==> src/hw/pcs_pkg.sv <==
// constants and carrier types for the program counter and call stack
// assumes a single core clock and an APB register port
package pcs_pkg;
  // widths of counter, low byte, latch, target operand and stack
  localparam int PC_W = 13;
  localparam int LOW_W = 8;
  localparam int LATCH_W = 5;
  localparam int TGT_W = 11;
  localparam int DEPTH = 8;
  localparam int PTR_W = 3;
  // field positions inside the counter and the latch
  localparam int PC_HI_LSB = 8;
  localparam int PC_PAGE_LSB = 11;
  localparam int LATCH_PAGE_LSB = 3;
  // register byte offsets
  localparam logic [11:0] OFF_LOW = 12'h000;
  localparam logic [11:0] OFF_LATCH = 12'h004;
  // reset values
  localparam logic [PC_W-1:0] PC_RST = 13'h0000;
  localparam logic [LATCH_W-1:0] LATCH_RST = 5'h00;
  localparam logic [PTR_W-1:0] SP_RST = 3'h0;
  localparam logic [31:0] RDATA_RST = 32'h0000_0000;
  // interrupt entry address, plain default
  localparam logic [PC_W-1:0] INT_VEC = 13'h0004;
  // request from the instruction decoder and interrupt logic
  typedef struct packed {
    logic step;
    logic call;
    logic jump;
    logic ret;
    logic int_vec;
    logic low_wr;
    logic low_add;
    logic [TGT_W-1:0] target;
    logic [LOW_W-1:0] value;
  } pcs_core_s;
  // decoded operation, one-hot
  typedef enum logic [7:0] {
    OP_NONE = 8'h01,
    OP_STEP = 8'h02,
    OP_LOAD = 8'h04,
    OP_ADD = 8'h08,
    OP_JUMP = 8'h10,
    OP_CALL = 8'h20,
    OP_RET = 8'h40,
    OP_INT = 8'h80
  } pcs_op_e;
endpackage : pcs_pkg

==> src/hw/pcs_top.sv <==
// program counter, high-part latch and eight-entry return stack
// assumes the core decoder drives CORE_I on CLK_I, one op per cycle
//
// Overview of operation
// - program counter is thirteen bits wide
// - low byte register readable and writable
// - upper counter bits hidden, loaded from latch
// - any reset clears the whole counter
// - low byte write copies latch into upper
// - call or jump takes page from latch
// - adding to low byte redirects execution
// - eight entries of thirteen bits stack
// - stack and pointer invisible to software
// - call or interrupt pushes return address
// - return instructions pop into the counter
// - push and pop leave latch unchanged
// - stack wraps circularly after eight pushes
// - no overflow or underflow status given
module pcs_top
  import pcs_pkg::*;
(
  input wire logic CLK_I,
  input wire logic RESETN_I,
  input wire logic PSEL_I,
  input wire logic PENABLE_I,
  input wire logic PWRITE_I,
  input wire logic [11:0] PADDR_I,
  input wire logic [31:0] PWDATA_I,
  output logic [31:0] PRDATA_O,
  output logic PREADY_O,
  output logic PSLVERR_O,
  input wire pcs_core_s CORE_I,
  output logic [PC_W-1:0] PC_O
);

  // architectural state
  logic [PC_W-1:0] pc; // the counter itself
  logic [LATCH_W-1:0] latch; // high-part latch
  logic [PC_W-1:0] stack_mem [DEPTH]; // return addresses
  logic [PTR_W-1:0] sp; // next free slot

  // bus decode
  logic setup; // first cycle of a transfer
  logic access; // second cycle of a transfer
  logic hit_low; // address names the low byte
  logic hit_latch; // address names the latch
  logic sw_low_wr; // software write to the low byte
  logic sw_latch_wr; // software write to the latch

  // operation decode
  pcs_op_e op; // chosen operation this cycle
  logic push; // stack push this cycle
  logic pop; // stack pop this cycle
  logic [LOW_W-1:0] load_val; // byte for a low byte load
  logic [LOW_W-1:0] add_sum; // low byte plus operand
  logic [PTR_W-1:0] top_idx; // slot of the newest entry
  logic [PC_W-1:0] pop_val; // address a pop restores
  logic [PC_W-1:0] next_pc; // counter for next cycle

  // bus phases; zero wait states
  assign setup = PSEL_I & ~PENABLE_I;
  assign access = PSEL_I & PENABLE_I;
  assign PREADY_O = access;
  assign hit_low = (PADDR_I == OFF_LOW);
  assign hit_latch = (PADDR_I == OFF_LATCH);
  // a write takes effect only at the access edge
  assign sw_low_wr = access & PWRITE_I & hit_low;
  assign sw_latch_wr = access & PWRITE_I & hit_latch;

  // low byte source: core store or software store
  assign load_val = CORE_I.low_wr ? CORE_I.value : PWDATA_I[LOW_W-1:0];
  // computed branch sum wraps within the byte, latch gives the page
  assign add_sum = pc[LOW_W-1:0] + CORE_I.value;
  assign top_idx = sp - PTR_W'(1);
  assign pop_val = stack_mem[top_idx];

  // pick one operation; interrupt first, step last
  always_comb
  begin
    op = OP_NONE;
    if (CORE_I.int_vec)
    begin
      op = OP_INT;
    end
    else if (CORE_I.call)
    begin
      op = OP_CALL;
    end
    else if (CORE_I.jump)
    begin
      op = OP_JUMP;
    end
    else if (CORE_I.ret)
    begin
      op = OP_RET;
    end
    else if (CORE_I.low_add)
    begin
      op = OP_ADD;
    end
    else if (CORE_I.low_wr || sw_low_wr)
    begin
      // a bus store that meets a core op other than step is dropped; it wins over step
      op = OP_LOAD;
    end
    else if (CORE_I.step)
    begin
      op = OP_STEP;
    end
  end

  assign push = (op == OP_CALL) || (op == OP_INT);
  assign pop = (op == OP_RET);

  // next counter value per operation
  always_comb
  begin
    case (op)
      OP_STEP:
      begin
        next_pc = pc + PC_W'(1);
      end
      OP_LOAD:
      begin
        // upper five bits only ever come from the latch
        next_pc = {latch, load_val};
      end
      OP_ADD:
      begin
        next_pc = {latch, add_sum};
      end
      OP_JUMP, OP_CALL:
      begin
        // page bits from latch, rest from the operand
        next_pc = {latch[LATCH_W-1:LATCH_PAGE_LSB], CORE_I.target};
      end
      OP_RET:
      begin
        next_pc = pop_val;
      end
      OP_INT:
      begin
        next_pc = INT_VEC;
      end
      default:
      begin
        next_pc = pc;
      end
    endcase
  end

  // counter register; every reset lands here at zero
  always_ff @(posedge CLK_I or negedge RESETN_I)
  begin
    if (!RESETN_I)
    begin
      pc <= PC_RST;
    end
    else
    begin
      pc <= next_pc;
    end
  end

  assign PC_O = pc;

  // latch: only a software store changes it
  always_ff @(posedge CLK_I or negedge RESETN_I)
  begin
    if (!RESETN_I)
    begin
      latch <= LATCH_RST;
    end
    else if (sw_latch_wr)
    begin
      latch <= PWDATA_I[LATCH_W-1:0];
    end
  end

  // pointer wraps freely; nothing flags over- or underflow
  always_ff @(posedge CLK_I or negedge RESETN_I)
  begin
    if (!RESETN_I)
    begin
      sp <= SP_RST;
    end
    else if (push)
    begin
      sp <= sp + PTR_W'(1);
    end
    else if (pop)
    begin
      sp <= top_idx;
    end
  end

  // stack storage; ninth push overwrites the first slot
  always_ff @(posedge CLK_I or negedge RESETN_I)
  begin
    if (!RESETN_I)
    begin
      for (int i = 0; i < DEPTH; i++)
      begin
        stack_mem[i] <= PC_RST;
      end
    end
    else if (push)
    begin
      // return address is the counter as it stands
      stack_mem[sp] <= pc;
    end
  end

  // read data and error caught in setup, shown in access
  always_ff @(posedge CLK_I or negedge RESETN_I)
  begin
    if (!RESETN_I)
    begin
      PRDATA_O <= RDATA_RST;
      PSLVERR_O <= 1'b0;
    end
    else if (setup)
    begin
      PSLVERR_O <= ~(hit_low | hit_latch);
      if (PWRITE_I)
      begin
        PRDATA_O <= RDATA_RST;
      end
      else if (hit_low)
      begin
        PRDATA_O <= {24'h00_0000, pc[LOW_W-1:0]};
      end
      else if (hit_latch)
      begin
        PRDATA_O <= {27'h000_0000, latch};
      end
      else
      begin
        // stack, pointer and upper bits have no address
        PRDATA_O <= RDATA_RST;
      end
    end
  end
endmodule : pcs_top

==> config.mk <==
export PLATFORM = sky130hd
export DESIGN_NAME = pcs_top
export DESIGN_NICKNAME = d
export VERILOG_FILES = /design/src/hw/pcs_pkg.sv /design/src/hw/pcs_top.sv
export SDC_FILE = /design/constraint.sdc
export NUM_CORES = 1
export LEC_CHECK = 0
export ABC_AREA = 1
export BUFFER_PORTS_ARGS = -buffer_cell sky130_fd_sc_hd__clkbuf_2
export CAP_MARGIN = 25
export CORE_MARGIN = 2
export CORE_UTILIZATION = 52
export CTS_CLUSTER_DIAMETER = 40
export DETAILED_ROUTE_END_ITERATION = 6
export PLACE_DENSITY = 0.8
export SYNTH_ARGS = -nofsm -noshare
export SYNTH_HDL_FRONTEND = slang
export SYNTH_SLANG_ARGS = --single-unit
==> constraint.sdc <==
create_clock -name CLK_I -period 2.3 [get_ports CLK_I]
set_clock_uncertainty 0.05 [all_clocks]
set_input_delay 0.23 -clock CLK_I [delete_from_list [all_inputs] [get_ports CLK_I]]
set_output_delay 0.23 -clock CLK_I [all_outputs]
set_load 0.03 [all_outputs]
Word-level counts from Yosys, hierarchy flattened
Index checks and enable logic that the tools add are counted.
- equality and inequality tests: 8
- reductions and logical operators: 7
- order comparisons: 3
- mux-type cells: 20
- bitwise gates (word level): 10
- $add $sub $neg: 4
- operators by type and width (operator ; number):
    $bwmux 104 ; 1
    $pmux 13 s6 ; 1
    $mux 8 ; 5
    $bmux 13 s3 ; 1
    $demux 13 s3 ; 1
    $mux 13 ; 3
    $mux 7 ; 2
    $add 13x1->13 const B ; 1
    $eq 12x3->1 const B ; 1
    $logic_not 12->1 ; 1
    $mux 3 ; 3
    $add 8x8->8 ; 1
    $eq 8x2->1 const B ; 1
    $eq 8x3->1 const B ; 1
    $eq 8x4->1 const B ; 1
    $eq 8x5->1 const B ; 1
    $eq 8x6->1 const B ; 1
    $eq 8x7->1 const B ; 1
    $eq 8x8->1 const B ; 1
    $ge 4x4->1 const B ; 2
    $not 3->4 ; 2
    $reduce_bool 6->1 ; 1
    $and 1x1->1 ; 5
    $mux 5 ; 1
    other kinds (11) ; 13
- bits in registers: 158
- output and inout bits: 47
- input port bits: 75

Depth between registers and ports, before layout
Gate-level depths: netlist of the first run.
- depth after elaboration: 13
- depth in mapped cells: 16
- mapped depth without buffers: 14

Worst setup path after synthesis of the first run
No wires, ideal clock.
- path kind: reg2reg
- start: reg sp[0]
- end: reg pc[1] (netlist: PC_O[1])
- buffers on the path: 4
- arrival time: 2067 ps
- required time: 2132 ps
- cell stages (with the launch flop): 15
- path slack: 65 ps
- library setup time: 118 ps
- clock period less this slack: 2235 ps
- cell sequence: dfrtp_1 -> inv_1 -> buf_2 -> buf_2 -> ha_1 -> buf_2 -> inv_2 -> clkbuf_1 -> nand3_1 -> nand3_1 -> nand2_1 -> nor2_1 -> nand3_1 -> nand3_1 -> nand2_1
- cells in the longest elaborated chain, start to end: 6
- RTL lines (element ; line ; text):
    from (decl) ; pcs_top.sv:40 ; logic [PTR_W-1:0] sp;
    from (signal assigned) ; pcs_top.sv:189 ; sp <= sp + PTR_W'(1);
    from (signal assigned) ; pcs_top.sv:193 ; sp <= top_idx;
    $sub 3x1->3 ; pcs_top.sv:74 ; assign top_idx = sp - PTR_W'(1);
    via top_idx[0] ; pcs_top.sv:56 ; logic [PTR_W-1:0] top_idx;
    $not 3->4 (implied by the code) ; pcs_top.sv:75 ; assign pop_val = stack_mem[top_idx];
    $bmux 13 s3 ; pcs_top.sv:75 ;
    $mux 13 (implied by the code) (2 in series) ; pcs_top.sv:75 ;
    $pmux 13 s6 ; pcs_top.sv:118 ; case (op)
    to (signal assigned) ; pcs_top.sv:161 ; pc <= next_pc;
    to (decl) ; pcs_top.sv:37 ; logic [PC_W-1:0] pc;
The timed path passes the listed nets, and every way through them passes these cells. The select of a mux whose other input is x is not followed.
A chain may end at the register's enable or synchronous reset.

Worst setup path in the final report of the first run
- start: reg sp[0]
- end: reg pc[9] (netlist: PC_O[9])
- cells in the longest elaborated chain, start to end: 6
- RTL lines (element ; line):
    $sub 3x1->3 ; pcs_top.sv:74
    $not 3->4 (implied by the code) ; pcs_top.sv:75
    $bmux 13 s3 ; pcs_top.sv:75
    $mux 13 (implied by the code) (2 in series) ; pcs_top.sv:75
    $pmux 13 s6 ; pcs_top.sv:118
Every way passes these cells. The select of a mux whose other input is x is not followed.

==> results of run 1 <==
[flip-flops by register name (all words and copies together) (netlist names)]
name       flops
PC_O          13
stack_mem    104
sp             3
latch          5
PRDATA_O       8
PSLVERR_O      1
[power by group through the flow]
stage	logic [mW]	clock network (mW)	registers, mW
2_1_floorplan	3.02	0	3.59
3_3_place_gp	4.15	0	3.58
3_5_place_dp	4.28	0	3.60
4_1_cts	4.34	2.74	3.59
5_1_grt	4.88	2.83	3.68
6_report	4.40	2.72	3.61
[metrics by stage]
step | hold WS (ps) | total power [mW]
2_1_floorplan | -116 | 6.61
3_3_place_gp | 183 | 7.73
3_5_place_dp | 182 | 7.89
4_1_cts | 10.6 | 10.7
5_1_grt | 21.5 | 11.4
6_report | 27.6 | 10.7
[metal layers]
metal / GRT usage / part of all wire / vias to the layer above
li1: - / - / 3213
met1: 0.376 / 0.43 / 3233
met2: 0.448 / 0.47 / 307
met3: 0.0701 / 0.077 / 53
met4: 0.109 / 0.027 / 0
met5: 0 / 0 / -
[final cells by class]
cell class              instances  area [µm²]  share of cell area
clock inverters                 8        96.3              0.0112
inverters                      66         251              0.0293
repair buffers                100         589              0.0687
flip-flops and latches        134        3350               0.391
well taps                     180         225              0.0263
clock buffers                  24         502              0.0585
multi-input cells             694        3560               0.415
[layout by cell type, fill, tap and decap left out, drive strengths merged, types with 4 or more instances in the layout]
| master | count |
|---|---|
| buf | 27 |
| nor2 | 58 |
| nand2 | 276 |
| xor2 | 14 |
| clkinv | 9 |
| o211ai | 6 |
| a22oi | 4 |
| inv | 62 |
| or2 | 4 |
| a21oi | 31 |
| o22ai | 11 |
| conb | 24 |
| dfrtp | 134 |
| nor3 | 11 |
| nand4 | 14 |
| ha | 10 |
| clkbuf | 96 |
| o21ai | 150 |
| nand3 | 61 |
[critical path: cells and delay by family, from the launching register on]
family          cells  cell delay, ps
buf+inv             3             660
simple gates        7             630
flops               1             410
compound gates      2             370
[worst paths after layout]
kind | start | end | slack, ps
max | sp[0] | PC_O[9] | 110
min | PWDATA_I[0] | latch[0] | 30
max reg2reg | sp[0] | PC_O[9] | 110
min reg2reg | stack_mem[63] | stack_mem[63] | 430
max in group asynchronous | RESETN_I | stack_mem[101] | 1170
min in group asynchronous | RESETN_I | stack_mem[83] | 280
[what timing repair did]
item / CTS / global route
endpoints found under the hold margin: 36 / 0
hold buffers: 1 / 0
resized for setup: 0 / 1
setup endpoints to repair: 0 / 1
[logic make-up after synthesis]
group                      after synthesis  share of synthesized area
xor gates and xnor gates                15                     0.0196
and+or+nand+nor                        426                      0.265
buffers and inverters                  135                     0.0879
adders and majority gates               11                     0.0194
AOI/OAI and AO/OA                      216                      0.157
muxes                                    2                    0.00284
other                                    1                   0.000501
DFF                                    134                      0.448
==> qor.yml, run 1 <==
tritoncts_clock_tree: "yes"
total_switching_power_mw: 4.40
synth.top_cells.by_area: "sky130_fd_sc_hd__dfrtp_1 (45%), sky130_fd_sc_hd__nand2_1 (14%), sky130_fd_sc_hd__o21ai_0 (9.2%)"
drt_pre_antenna_iters: 6
report.final.hold_viol_count: 0
final-max-slew-violation-count: 0
timing.final.crit_share: 0.953
dieHeight_um: 124
finalCoreUtilization: 0.613
fmaxAchievable_ghz: 0.456
yosysUniqueCellTypes: 50
insertedDiodeCount: 0
path_common_cell: "sky130_fd_sc_hd__nand2_1"
startpoint_class_of_the_critical_path: "flip-flop"
route.detailed.wl_per_inst_um: 17.3
core_area_um2: 14000
synth_most_common_cell: "sky130_fd_sc_hd__nand2_1"
hold_depth: 3
postSynthCellCount: 940
cellLeakagePower_nw: 4.21
design.portCount: 122
synthesis.area_um2: 7490
layout_min_cycle_time_ps: 2190
layoutNonFillerInstCount: 1206
vias: 6806
yosys_top_cell_by_area: "sky130_fd_sc_hd__dfrtp_1"
r2r_cells: 12
initial_core_util: 0.535
design.die.area_um2: 15400
layout-drive-gt1-share: 0.176
synth_top_cell_area_share: 0.448
wirelength_um: 20900
share_seq_of_total_power: 0.336
data_arrival_time_at_the_worst_slack_endpoint_ps: 2500
grt_max_degree: 71
cts_max_path_bufs: 2
antenna_violating_nets_post_route: 0
postSynthAreaPerCell_um2: 7.96
power.share.clock: 0.253
synth_seq_cells: 134
hpwlAfterDp_um: 14300
drt-vias-per-instance: 5.64
crit_path_top_delay_cell: "sky130_fd_sc_hd__buf_4"
drtIter0Drc: 816
slew_worst_pin_ps: 692
setup_violations: 0
numPortBuffers: 73
worst_slew_slack_as_a_fraction_of_its_limit: 0.538
grt_overflow_total: 0
dpl-instance-area_um2: 7970
place_worst_setup_slack_ps: 197
required_ps: 2610
clkTransAtPathRegs_ps: 60
power.share.combinational: 0.410
place.gp.congestion: 0.945
setup_slack_ps: 108
number_of_flops_mapped_to_enable_cells_by_yosys: 0
count_of_h_tree_levels_built_during_cts: 4
clock_insertion_delay_worst_skew_ps: 420
drc: 0
yosysWarnings: 0
intPower_mw: 6.32
setup.worst_path.class: "reg -> reg"
cts_setup_buffers: 0
synth_sequential_area_ratio: 0.448
fin_tns_setup_ps: 0
max_stage_delay_ps: 560
max_cap_viol_count: 0
capturing_element_type_of_the_critical_path: "flip-flop"
antenna_found_initial: 0
grt_first_pass_wirelength_um: 32600
timing.critical_path.cells: "inv_2, buf_4, nand2_1, nand3_1, nand3_1, a21oi_1, a211oi_1, nand2_1, inv_1, nand2_1, nand2_1, nand2_1"
worst_vdd_ir_uv: 872
cell_total_after_placement: 1173
path_max_fanout: 56
post_synth_most_frequent_cells: "sky130_fd_sc_hd__nand2_1 (273), sky130_fd_sc_hd__o21ai_0 (137), sky130_fd_sc_hd__dfrtp_1 (134)"
grt_use_total: 0.283
grt_pass1_vias: 6368
fillCellCount: 1181
ys_async_sr_fraction: 1.00
placement_rows: 43
grt_setup_unrepaired: "no"
cts_root_buf: "sky130_fd_sc_hd__clkbuf_16"
cts.sink_count: 134
die_width_um: 124
outcome: "completed"
finalInstanceArea_um2: 8580
hold_path.class: "in -> reg"
sw_frac: 0.411
power_density_nw_per_um2: 1250
area_added_between_synthesis_and_finish_pct: 14.6
tritoncts.num_buffers: 17
final_net_count: 1099
leading_register_cell_type_out_of_synthesis: "sky130_fd_sc_hd__dfrtp_1"
No activity file was read; power rests on OpenSTA's default activity.
==> run 2: changes to the inputs <==
--- a/config.mk
+++ b/config.mk
@@ -10,8 +10,9 @@
 export CAP_MARGIN = 25
 export CORE_MARGIN = 2
-export CORE_UTILIZATION = 52
+export CORE_UTILIZATION = 30
 export CTS_CLUSTER_DIAMETER = 40
 export DETAILED_ROUTE_END_ITERATION = 6
-export PLACE_DENSITY = 0.8
+export GPL_ROUTABILITY_DRIVEN = 1
+export PLACE_DENSITY = 0.52
 export SYNTH_ARGS = -nofsm -noshare
 export SYNTH_HDL_FRONTEND = slang
--- a/constraint.sdc
+++ b/constraint.sdc
@@ -3,3 +3,3 @@
 set_input_delay 0.23 -clock CLK_I [delete_from_list [all_inputs] [get_ports CLK_I]]
 set_output_delay 0.23 -clock CLK_I [all_outputs]
-set_load 0.03 [all_outputs]
+set_load 0.1 [all_outputs]
==> run 2 against run 1 <==
Against the previous run: routed wire length is 7.6% higher; fmax grew 2.5%; power up 6.8%; die area grew 71%; final cell count rose by 13%; combinational power is 14% higher; register-to-register slack gained 50 ps.
==> qor.yml, run 2 (synthesized netlist as in run 1, its figures left out) <==
grt_setup_unrepaired: "no"
capturing_element_type_of_the_critical_path: "flip-flop"
clock_insertion_delay_worst_skew_ps: 430
cts_max_path_bufs: 2
die_width_um: 162
grt_overflow_total: 0
reg2reg_slack_ps: 160
final_net_count: 1115
finalInstanceArea_um2: 8960
finalCoreUtilization: 0.367
path_max_fanout: 7
largest_register_by_flop_count: "stack_mem"
design.die.area_um2: 26200
power.share.clock: 0.249
layout_commonest_cell: "sky130_fd_sc_hd__nand2_1"
placement_rows: 57
power_density_nw_per_um2: 1280
power.share.combinational: 0.438
tritoncts.num_buffers: 17
drt_pre_antenna_iters: 5
worst_slew_slack_as_a_fraction_of_its_limit: 0.314
required_ps: 2620
count_of_h_tree_levels_built_during_cts: 4
tritoncts_clock_tree: "yes"
grt_pass1_vias: 6251
largest_reg_flops: 104
cp-endpoint: "PC_O[5]"
cellLeakagePower_nw: 4.28
antenna_violating_nets_post_route: 0
drt-vias-per-instance: 4.80
outcome: "completed"
crit-reg2reg-launch: "sp[0]"
mostFrequentLayoutCells: "sky130_fd_sc_hd__nand2_1 (273), sky130_fd_sc_hd__o21ai_0 (137), sky130_fd_sc_hd__dfrtp_1 (127)"
r2r_cells: 11
layout_min_cycle_time_ps: 2140
cell_total_after_placement: 1331
grt_max_degree: 59
timing.final.crit_share: 0.930
route.detailed.wl_per_inst_um: 16.5
grt_use_total: 0.176
cts.sink_count: 134
wirelength_um: 22500
grt_first_pass_wirelength_um: 35200
hpwlAfterDp_um: 15900
worst_vdd_ir_uv: 650
clkTransAtPathRegs_ps: 70
cts_root_buf: "sky130_fd_sc_hd__clkbuf_16"
share_seq_of_total_power: 0.312
sw_frac: 0.434
antenna_found_initial: 0
drc: 0
place.gp.congestion: 0.883
layout-drive-gt1-share: 0.196
core_area_um2: 24400
startpoint_class_of_the_critical_path: "flip-flop"
setup.worst_path.class: "reg -> reg"
dpl-instance-area_um2: 8290
final-max-slew-violation-count: 0
slew_worst_pin_ps: 1030
design.portCount: 122
dieHeight_um: 162
max_cap_viol_count: 0
hold_path.class: "in -> reg"
setup_violations: 0
vias: 6560
reg2reg_to: "PC_O[5]"
insertedDiodeCount: 0
numPortBuffers: 73
fmaxAchievable_ghz: 0.468
area_added_between_synthesis_and_finish_pct: 19.6
layoutNonFillerInstCount: 1366
total_switching_power_mw: 4.97
drtIter0Drc: 530
intPower_mw: 6.49
report.final.hold_viol_count: 0
fin_hold_ws_ps: 20.7
data_arrival_time_at_the_worst_slack_endpoint_ps: 2450
cts_setup_buffers: 0
initial_core_util: 0.307
crit_path_start: "sp[0]"
## run 2: cell count changes in the layout (fill, tap and decap cells not counted), moves of 4 or more
cell                       delta
sky130_fd_sc_hd__buf_4       +11
sky130_fd_sc_hd__clkbuf_8     -4
sky130_fd_sc_hd__clkinv_4     +4
sky130_fd_sc_hd__dfrtp_1      -6
sky130_fd_sc_hd__dfrtp_2      +6
## run 2: worst min-delay path by stage
stage | start | to | cells past startpoint
final | PWDATA_I[1] | latch[1] | 3
after global routing | PWDATA_I[1] | latch[1] | 3
after CTS | PWDATA_I[1] | latch[1] | 3
after detailed placement | RESETN_I | stack_mem[25] | 1
after global placement | RESETN_I | stack_mem[22] | 1
after floorplan | RESETN_I | PC_O[0] | 0
## run 2: what timing repair did
item,CTS,global route
hold buffers,3,0
endpoints found under the setup margin,0,3
endpoints found under the hold margin,56,0
resized for setup,0,5
## run 2: final cells by class
cell class	instances	area [µm²]
clock inverters	14	175
clock buffers	18	439
inverters	66	256
multi-input cells	694	3570
repair buffers	116	743
fillers	2583	15400
well taps	324	405
flip-flops and latches	134	3360
## run 2: worst max-delay path: stages (launching register included)
cell and delay [ps]:
sky130_fd_sc_hd__dfrtp_2 430, sky130_fd_sc_hd__inv_2 90, sky130_fd_sc_hd__ha_1 320, sky130_fd_sc_hd__xor2_2 220, sky130_fd_sc_hd__nand2_4 140, sky130_fd_sc_hd__clkinv_2 150, sky130_fd_sc_hd__o211ai_1 100, sky130_fd_sc_hd__a21oi_1 280
sky130_fd_sc_hd__nor2_1 80, sky130_fd_sc_hd__nand4_1 100, sky130_fd_sc_hd__nand2_1 60, sky130_fd_sc_hd__nand2_1 50
## run 2: layer usage
layer | global-route usage | up-vias | wire, µm
met5 | 0 | - | 0
met4 | 0.0354 | 0 | 177
met3 | 0.0294 | 15 | 1280
met2 | 0.279 | 181 | 10400
met1 | 0.253 | 3112 | 10700
li1 | - | 3252 | -
## run 2: power by group through the flow
stage	clock network (mW)	registers (mW)	logic [mW]
final	2.86	3.58	5.02
after global routing	3.01	3.67	5.59
after CTS	2.91	3.57	5.02
after floorplan	0	3.87	3.15
after detailed placement	0	3.60	5.01
after global placement	0	3.59	4.95
## run 2: per-stage QoR
step                power [mW]  TNS, ps  setup WS [ps]
finish                    11.5        0            161
global route              12.3        0           4.86
CTS                       11.5        0            110
detailed placement        8.60        0            120
global placement          8.55        0            146
floorplan                 7.02    -68.0          -68.0
